--- src/inc/cfg_ident_pkg.sv ---
package cfg_ident_pkg;
	localparam logic [7:0] ident_offset = 8'h00;
	localparam logic [7:0] command_offset = 8'h04;
	localparam logic [15:0] command_reset = 16'h0000;
	localparam logic [15:0] command_write_mask = 16'h0357;
	localparam logic [15:0] maker_identifier_value = 16'hA5A5;
	localparam logic [15:0] product_legacy_value = 16'h0E01;
	localparam logic [15:0] product_enhanced_value = 16'h0E02;
	localparam int io_space_bit = 0;
	localparam int memory_space_bit = 1;
	localparam int bus_master_bit = 2;
	localparam int write_invalidate_bit = 4;
	localparam int parity_response_bit = 6;
	localparam int system_error_bit = 8;
	localparam int fast_b2b_bit = 9;
	localparam int parity_flag_bit = 31;
	localparam int lane_command_low = 0;
	localparam int lane_command_high = 1;
	localparam int lane_status_high = 3;

	typedef struct packed {
		logic valid;
		logic write;
		logic [7:0] addr;
		logic [3:0] byte_en;
		logic [31:0] wdata;
	} cfg_req_type;

	typedef struct packed {
		logic mem_hit;
		logic io_hit;
		logic master_request;
	} bus_event_type;

	typedef struct packed {
		logic mem_claim;
		logic io_claim;
		logic master_start;
	} bus_grant_type;
endpackage

--- src/logic/cfg_ident_regs.sv ---
`timescale 1ns/1ps
// Notes on behaviour
// - Maker identifier is a fixed read-only code; writes change nothing.
// - Product identifier is read-only and differs between legacy and enhanced function.
// - Command all zero means only configuration accesses are answered.
// - Command is 16 bits, resets to zero; 15:10 reserved, 7,5,3 read-only.
// - Bit 9 enables fast back-to-back transfers to different agents.
// - Bit 8 gates the system error driver; clear means never driven.
// - Address parity error reported only when bits 8 and 6 both set.
// - With bit 6 clear, flag still set, no parity error pin, parity generated.
// - Bit 2 clear forbids starting transactions as bus master.
module cfg_ident_regs #(
	parameter bit is_enhanced = 1'b0
) (
	input wire logic core_clk,
	input wire logic reset,
	input wire cfg_ident_pkg::cfg_req_type cfg_req,
	output logic cfg_ack,
	output logic [31:0] cfg_rdata,
	input wire cfg_ident_pkg::bus_event_type bus_event,
	output cfg_ident_pkg::bus_grant_type bus_grant,
	input wire logic addr_parity_err,
	input wire logic data_parity_err,
	input wire logic [35:0] parity_source,
	output logic parity_out,
	output logic serr_n_out,
	output logic serr_oe,
	output logic perr_n_out,
	output logic perr_oe,
	output logic fast_b2b_enable,
	output logic write_invalidate_enable
);
	import cfg_ident_pkg::*;

	logic [15:0] command_control;
	logic detected_parity_error;
	logic [15:0] product_identifier;
	logic [15:0] next_command;
	logic next_parity_flag;
	logic [31:0] next_rdata;
	logic hit_ident;
	logic hit_command;
	logic cmd_write;
	logic parity_flag_clear;
	logic parity_seen;
	logic report_serr;
	logic report_perr;
	logic rd_ident;
	logic rd_command;
	logic [31:0] ident_word;
	logic [31:0] command_word;
	logic mem_enable;
	logic io_enable;
	logic master_enable;
	logic parity_calc;
	logic lane_low_write;
	logic lane_high_write;

	function automatic logic [7:0] lane_merge(input logic [7:0] old, input logic [7:0] data,
		input logic en, input logic [7:0] mask);
		lane_merge = en ? ((old & ~mask) | (data & mask)) : old;
	endfunction

	assign product_identifier = is_enhanced ? product_enhanced_value : product_legacy_value;
	assign hit_ident = cfg_req.addr == ident_offset;
	assign hit_command = cfg_req.addr == command_offset;
	assign cmd_write = cfg_req.valid && cfg_req.write && hit_command;
	assign lane_low_write = cmd_write && cfg_req.byte_en[lane_command_low];
	assign lane_high_write = cmd_write && cfg_req.byte_en[lane_command_high];
	// Only writable bits take data, so reserved and read-only bits stay zero even if
	// software breaks the convention of writing them as zero.
	assign next_command[7:0] = lane_merge(command_control[7:0], cfg_req.wdata[7:0],
		lane_low_write, command_write_mask[7:0]);
	assign next_command[15:8] = lane_merge(command_control[15:8], cfg_req.wdata[15:8],
		lane_high_write, command_write_mask[15:8]);
	assign parity_flag_clear = cmd_write && cfg_req.byte_en[lane_status_high]
		&& cfg_req.wdata[parity_flag_bit];
	assign parity_seen = addr_parity_err || data_parity_err;
	// Set beats clear so an error in the clearing cycle is not lost.
	assign next_parity_flag = parity_seen
		|| (detected_parity_error && !parity_flag_clear);
	assign report_serr = addr_parity_err && command_control[system_error_bit]
		&& command_control[parity_response_bit];
	assign report_perr = data_parity_err && command_control[parity_response_bit];
	assign rd_ident = !cfg_req.write && hit_ident;
	assign rd_command = !cfg_req.write && hit_command;
	assign ident_word = {product_identifier, maker_identifier_value};
	assign command_word = {detected_parity_error, 15'h0000, command_control};
	// Writes and unmapped offsets read as zero, so a stray probe never sees stale data.
	assign next_rdata = rd_ident ? ident_word
		: rd_command ? command_word
		: 32'h0000_0000;
	assign mem_enable = command_control[memory_space_bit];
	assign io_enable = command_control[io_space_bit];
	assign master_enable = command_control[bus_master_bit];
	assign parity_calc = ^parity_source;

	always_ff @(posedge core_clk) begin
		if (reset) begin
			command_control <= command_reset;
			detected_parity_error <= 1'b0;
			cfg_ack <= 1'b0;
			cfg_rdata <= 32'h0000_0000;
		end else begin
			command_control <= next_command;
			detected_parity_error <= next_parity_flag;
			cfg_ack <= cfg_req.valid;
			cfg_rdata <= cfg_req.valid ? next_rdata : 32'h0000_0000;
		end
	end

	// Claims are gated by the enables, so a zero command leaves configuration alone.
	always_ff @(posedge core_clk) begin
		if (reset) begin
			bus_grant <= '0;
			serr_oe <= 1'b0;
			perr_oe <= 1'b0;
			parity_out <= 1'b0;
		end else begin
			bus_grant.mem_claim <= bus_event.mem_hit
				&& mem_enable;
			bus_grant.io_claim <= bus_event.io_hit && io_enable;
			bus_grant.master_start <= bus_event.master_request
				&& master_enable;
			serr_oe <= report_serr;
			perr_oe <= report_perr;
			parity_out <= parity_calc;
		end
	end

	// Open-drain pins only ever pull low; the enable alone decides whether they act.
	always_ff @(posedge core_clk) begin
		if (reset) begin
			serr_n_out <= 1'b1;
			perr_n_out <= 1'b1;
			fast_b2b_enable <= 1'b0;
			write_invalidate_enable <= 1'b0;
		end else begin
			serr_n_out <= !report_serr;
			perr_n_out <= !report_perr;
			fast_b2b_enable <= command_control[fast_b2b_bit];
			write_invalidate_enable <= command_control[write_invalidate_bit];
		end
	end
endmodule

--- config.mk ---
export PLATFORM = sky130hd
export DESIGN_NAME = cfg_ident_regs
export DESIGN_NICKNAME = d
export VERILOG_FILES = /design/src/inc/cfg_ident_pkg.sv /design/src/logic/cfg_ident_regs.sv
export SDC_FILE = /design/constraint.sdc
export NUM_CORES = 1
export LEC_CHECK = 0
export BUFFER_PORTS_ARGS = -buffer_cell sky130_fd_sc_hd__buf_2
export CAP_MARGIN = 20
export CORE_MARGIN = 1
export CORE_UTILIZATION = 39
export DETAILED_ROUTE_END_ITERATION = 10
export GPL_TIMING_DRIVEN = 0
export PLACE_DENSITY = 0.89
export SYNTH_ARGS = -nofsm -noshare
export SYNTH_HDL_FRONTEND = slang
export SYNTH_SLANG_ARGS = --single-unit
--- constraint.sdc ---
create_clock -name core_clk -period 2.7 [get_ports core_clk]
set_clock_uncertainty 0.2 [all_clocks]
set_input_delay 0.135 -clock core_clk [delete_from_list [all_inputs] [get_ports core_clk]]
set_output_delay 0.135 -clock core_clk [all_outputs]
set_load 0.05 [all_outputs]
==> metrics, run 1 <==
ranking of synthesized cells by area=dfxtp_1 (42%), xnor2_1 (17%), buf_4 (12%); CP Max Fanout=6; area share of the largest cell type after synthesis=41.7%; Ports=132; unrepaired setup endpoints after global routing=false; mapped cell area=1390 µm²; number of distinct library cells after synthesis=23; reg-to-reg startpoint=command_control[6]; f_max=539 MHz; combinational power share=33.1%; cell taking the most area after synthesis=dfxtp_1; # clock sinks=29; pwr dens=464 nW/µm²; placed cell areas=1950 µm²; CP required=2.69 ns; Cells after Synth=141; status=complete, no violations; post-route DRC violation count=0; Setup Fix Bufs, Post-CTS=0; Worst Path Arrival=1.85 ns; part of the Yosys area used for sequential elements=41.7%; DP HPWL=2390 µm; Area Growth Syn to Fin=56.6%; clk buf depth=2; post-route core utilization=64.4%; Post-Route WL=3160 µm; PostCTS Resize Cnt=0; Final period util=68.7%; pre-CTS WS=0.776 ns; CP Capture Point=command_control[0]; P_sw=291 µW; Syn. warnings=0; commonest non-fill, non-tap cell in the layout=buf_2; drt wl/cell=9.97 µm; fin. max-slew vios=0; leakage power=0.00122 µW; crit path from=cfg_req[45]; worst hold slack=0.0264 ns; CORE AREA=3390 µm²; CP Launch Type=input pin; vias in the first global route=1,185; PnR worst setup slack=0.846 ns; nets=359; largest net degree at the start of global routing=11; commonest non-fill, non-tap cells in the layout=buf_2 (90), dfxtp_1 (29), xnor2_1 (27); share of layout cells above drive strength 1=43.5%; die height=61.8 µm; Worst Reg-to-Reg Cells=2; filler instances=289; P_int=722 µW; Clock Tree Root=clkbuf_4; Flop pwr share=43.3%; first-pass GRT wire length=4530 µm; FF+latch count, synth=29; Critical Path End Type=register; # diodes=0; Setup Viol. Count Final=0; die width=61.8 µm; Worst VDD drop=0.260 mV; clk_lat worst skew=0.31 ns; remaining antenna violation count=0; hold_buf cts=18; vias=1,292; grt ovf=0; 1st-iter DRT viols=46; Clock H-tree levels=2; Num CTS Buffers=5; Rows=21; min Tclk post-route=1.85 ns; routability cong.=0.719; initial core utilization=41.1%; Port Buf Inserts=90; GRT Total Usage=16.7%; Crit Path Category=in -> reg; Via density=4.08; CTS clock-pin slew for the worst setup and hold paths=0.08 ns; CTS tree=built; worst r2r dst=serr_n_out; setup TNS=0 ns; TritonRoute pass-1 iters=4; Hold WC Path Type=in -> reg; Sw Share=28.7%; Final Hold Fails=0; full die area=3820 µm²; Avg Inst Size Synth=9.89 µm²; R2R Setup Slk=1.71 ns; initial antenna violation count=0; clock group share of total power=23.6%; max_cap viols=0; post-route cell area=2180 µm²
## per-layer routing
layer  vias up  track usage, %  wire length, µm
met1       566            14.6             1190
met3         6            5.80              193
met5         -               0                0
met4         0            6.03               37
li1        668               -                -
met2        52            34.1             1740
## final cells by class
class / instances / area, µm² / area share, %
flip-flops and latches: 29 / 581 / 26.6
inverters: 2 / 7.51 / 0.344
multi-input cells: 98 / 678 / 31.1
repair buffers: 108 / 631 / 28.9
plain buffers: 26 / 180 / 8.25
well taps: 46 / 57.6 / 2.64
clock buffers: 8 / 48.8 / 2.23
## synth_stat cells
| cell type | n |
|---|---|
| dfxtp_1 | 29 |
| nor2_1 | 14 |
| nand2_1 | 5 |
| nand3_1 | 2 |
| conb_1 | 1 |
| nand4_1 | 2 |
| nor4_1 | 1 |
| and4b_1 | 1 |
| o21ai_0 | 1 |
| and3b_1 | 2 |
| and3_1 | 1 |
| xor2_1 | 3 |
| a21oi_1 | 1 |
| xnor2_1 | 27 |
| and2_1 | 5 |
| clkbuf_1 | 4 |
| nor2b_1 | 5 |
| buf_4 | 22 |
| a21o_1 | 3 |
| xnor3_1 | 2 |
| inv_1 | 2 |
| mux2_4 | 1 |
| mux2i_1 | 7 |
## power by group through the flow
| stage | Combinational [µW] | Sequential, µW | Clock [µW] |
|---|---|---|---|
| 2_1_floorplan | 222 | 472 | 0 |
| 3_3_place_gp | 310 | 447 | 0 |
| 3_5_place_dp | 316 | 448 | 0 |
| 4_1_cts | 336 | 438 | 245 |
| 5_1_grt | 362 | 438 | 260 |
| 6_report | 335 | 438 | 239 |
## critical path, stage by stage
cell           delay (ns)
dlygate4sd3_1        0.52
buf_2                0.10
and4b_1              0.18
clkbuf_1             0.21
nand4_1              0.37
mux2i_1              0.26
nor2_1               0.06
## metrics by stage
stage                     std cells  total power (µW)
final                           317              1010
after CTS                       317              1020
after detailed placement        291               764
after global routing            317              1060
after floorplan                 155               694
after global placement          291               758
## how the worst min path moves through the flow
stage	to	slack, ns	cells after the start	from
6_report	detected_parity_error	0.03	4	cfg_req[44]
5_1_grt	cfg_rdata[7]	0.06	3	cfg_req[44]
2_1_floorplan	perr_n_out	0.02	1	data_parity_err
3_5_place_dp	perr_n_out	0.15	2	data_parity_err
4_1_cts	detected_parity_error	0.009	4	cfg_req[44]
3_3_place_gp	perr_n_out	0.14	2	data_parity_err
## cells by family (layout without fill, tap and decap cells)
kind of cell	Yosys count	after routing	synth area share [%]
xor gates and xnor gates	32	32	22.1
muxes	8	8	6.10
and+or+nand+nor	38	38	14.1
other	1	15	0.269
DFF	29	29	41.7
buffers and inverters	28	144	13.5
AOI/OAI and AO/OA	5	5	2.33
## state kept, by name, summed over array words and instances (netlist names)
| name | cells |
|---|---|
| bus_grant | 3 |
| perr_oe | 1 |
| detected_parity_error | 1 |
| write_invalidate_enable | 1 |
| parity_out | 1 |
| cfg_rdata | 10 |
| command_control | 7 |
| serr_oe | 1 |
| fast_b2b_enable | 1 |
| perr_n_out | 1 |
| serr_n_out | 1 |
| cfg_ack | 1 |
(Power assumes the default switching activity.)
==> inputs of run 2 (changes only) <==
Settings changed: CORE_UTILIZATION 39 to 36, PLACE_DENSITY 0.89 to 0.83.
Clock period 2.7 ns to 1.9 ns, I/O delays scaled along.
==> metrics, run 2 (synthesized netlist as in run 1, its figures left out) <==
CP Launch Type=input pin (unchanged); Ports=132 (unchanged); Area Growth Syn to Fin=58.3% (was 56.6%); Clock H-tree levels=2 (unchanged); Worst Reg-to-Reg Cells=2 (unchanged); Crit Path Category=in -> reg (unchanged); R2R Setup Slk=0.89 ns (was 1.71 ns); post-route core utilization=59.8% (was 64.4%); status=complete, no violations (unchanged); Sw Share=28.1% (was 28.7%); routability cong.=0.655 (was 0.719); unrepaired setup endpoints after global routing=false (unchanged); max reg flops=10 (unchanged); Metal-1 WL=1180 µm (was 1190 µm); grt ovf=0 (unchanged); Largest regs=cfg_rdata (10), command_control (7), bus_grant (3) (unchanged); Worst VDD drop=0.533 mV (was 0.260 mV); die width=64.2 µm (was 61.8 µm); post-route DRC violation count=0 (unchanged); # diodes=0 (unchanged); P_sw=441 µW (was 291 µW); # clock sinks=29 (unchanged); CP required=1.92 ns (was 2.69 ns); Final Hold Fails=0 (unchanged); drt wl/cell=10.2 µm (was 9.97 µm); Hold WC Path Type=in -> reg (unchanged); PostCTS Resize Cnt=0 (unchanged); TritonRoute pass-1 iters=4 (unchanged); hold path depth=2 (was 4); Clock Tree Root=clkbuf_8 (was clkbuf_4); clk buf depth=2 (unchanged); 1st-iter DRT viols=29 (was 46); max_cap viols=0 (unchanged); fin. max-slew vios=0 (unchanged); Setup Viol. Count Final=0 (unchanged); DP HPWL=2500 µm (was 2390 µm); Port Buf Inserts=90 (unchanged); full die area=4120 µm² (was 3820 µm²); met2 wire length=1760 µm (was 1740 µm); Via density=4.10 (was 4.08); Flop pwr share=39.6% (was 43.3%); leakage power=0.00123 µW (was 0.00122 µW); min Tclk post-route=1.75 ns; reg-to-reg startpoint=command_control[6] (unchanged); Critical Path End Type=register (unchanged); initial antenna violation count=0 (unchanged); setup TNS=0 ns (unchanged); share of layout cells above drive strength 1=44.8% (was 43.5%); pwr dens=712 nW/µm² (was 464 nW/µm²); CP Max Fanout=8 (was 6); clk_lat worst skew=0.27 ns (was 0.31 ns); Top reg by flops=cfg_rdata (unchanged); nets=358 (was 359); vias in the first global route=1,269 (was 1,185); CTS clock-pin slew for the worst setup and hold paths=0.06 ns (was 0.08 ns); remaining antenna violation count=0 (unchanged); Num CTS Buffers=5 (unchanged); Worst Path Arrival=1.76 ns (was 1.85 ns); CTS tree=built (unchanged); largest net degree at the start of global routing=11 (unchanged); vias=1,303 (was 1,292); combinational power share=30.3% (was 33.1%); initial core utilization=37.8% (was 41.1%); uppermost layer routed=met4 (unchanged); first-pass GRT wire length=5220 µm (was 4530 µm); met3 WL=266 µm (was 193 µm); P_int=1130 µW (was 722 µW); commonest non-fill, non-tap cell in the layout=buf_2 (unchanged); min-delay src=reset (was cfg_req[44]); Rows=22 (was 21); GRT Total Usage=16.7% (about the same); CORE AREA=3690 µm² (was 3390 µm²); clock group share of total power=30.1% (was 23.6%); Final period util=92.0%; Post-Route WL=3240 µm (was 3160 µm); die height=64.2 µm (was 61.8 µm); commonest non-fill, non-tap cells in the layout=buf_2 (90), dfxtp_1 (29), xnor2_1 (27) (unchanged); crit path from=cfg_req[45] (unchanged); f_max=572 MHz
[run 2: metrics by stage]
stage	total power (µW)	setup WS (ns)	hold WS [ns]	cells	area, µm²
final	1570	0.153	0.0178	318	2210
after global routing	1660	0.0519	0.0382	318	2210
after CTS	1590	0.0289	0.0141	317	2200
after detailed placement	1090	-0.0116	0.107	293	1960
after global placement	1080	0.0267	0.101	293	1960
after floorplan	986	0.325	-0.0230	155	1450
[run 2: cell type report]
cell class                      count  area [µm²]
Multi-Input combinational cell     98         678
Buffer                             26         180
Clock buffer                        6        72.6
Sequential cell                    29         581
Tap cell                           48        60.1
Timing Repair Buffer              107         618
Fill cell                         346        1480
Inverter                            2        7.51
Clock inverter                      2        10.0
[run 2: worst paths after layout]
path | to
max | cfg_rdata[4]
min | cfg_ack
max reg2reg | serr_n_out
min reg2reg | bus_grant[2]
[run 2: timing repair]
| action | in CTS | in global routing |
|---|---|---|
| hold endpoints to repair | 17 | 0 |
| endpoints found under the setup margin | 0 | 5 |
| buffers inserted | 0 | 1 |
| hold buffers | 16 | 0 |
[run 2: per-layer routing]
layer,vias up,track usage (%)
li1,665,-
met5,-,0
met2,53,33.9
met1,581,14.9
met3,4,6.07
met4,0,5.56
[run 2: power groups by stage]
stage,sequential (µW),clock [µW],combinational [µW]
CTS,622,487,479
finish,622,473,476
floorplan,671,0,315
global route,623,523,511
global placement,636,0,442
detailed placement,636,0,452
[run 2: worst max-delay path, stage by stage]
cell           delay (ns)
dlygate4sd3_1        0.52
buf_2                0.10
and4b_1              0.18
clkbuf_1             0.21
and3_1               0.18
clkbuf_1             0.29
and2_1               0.17
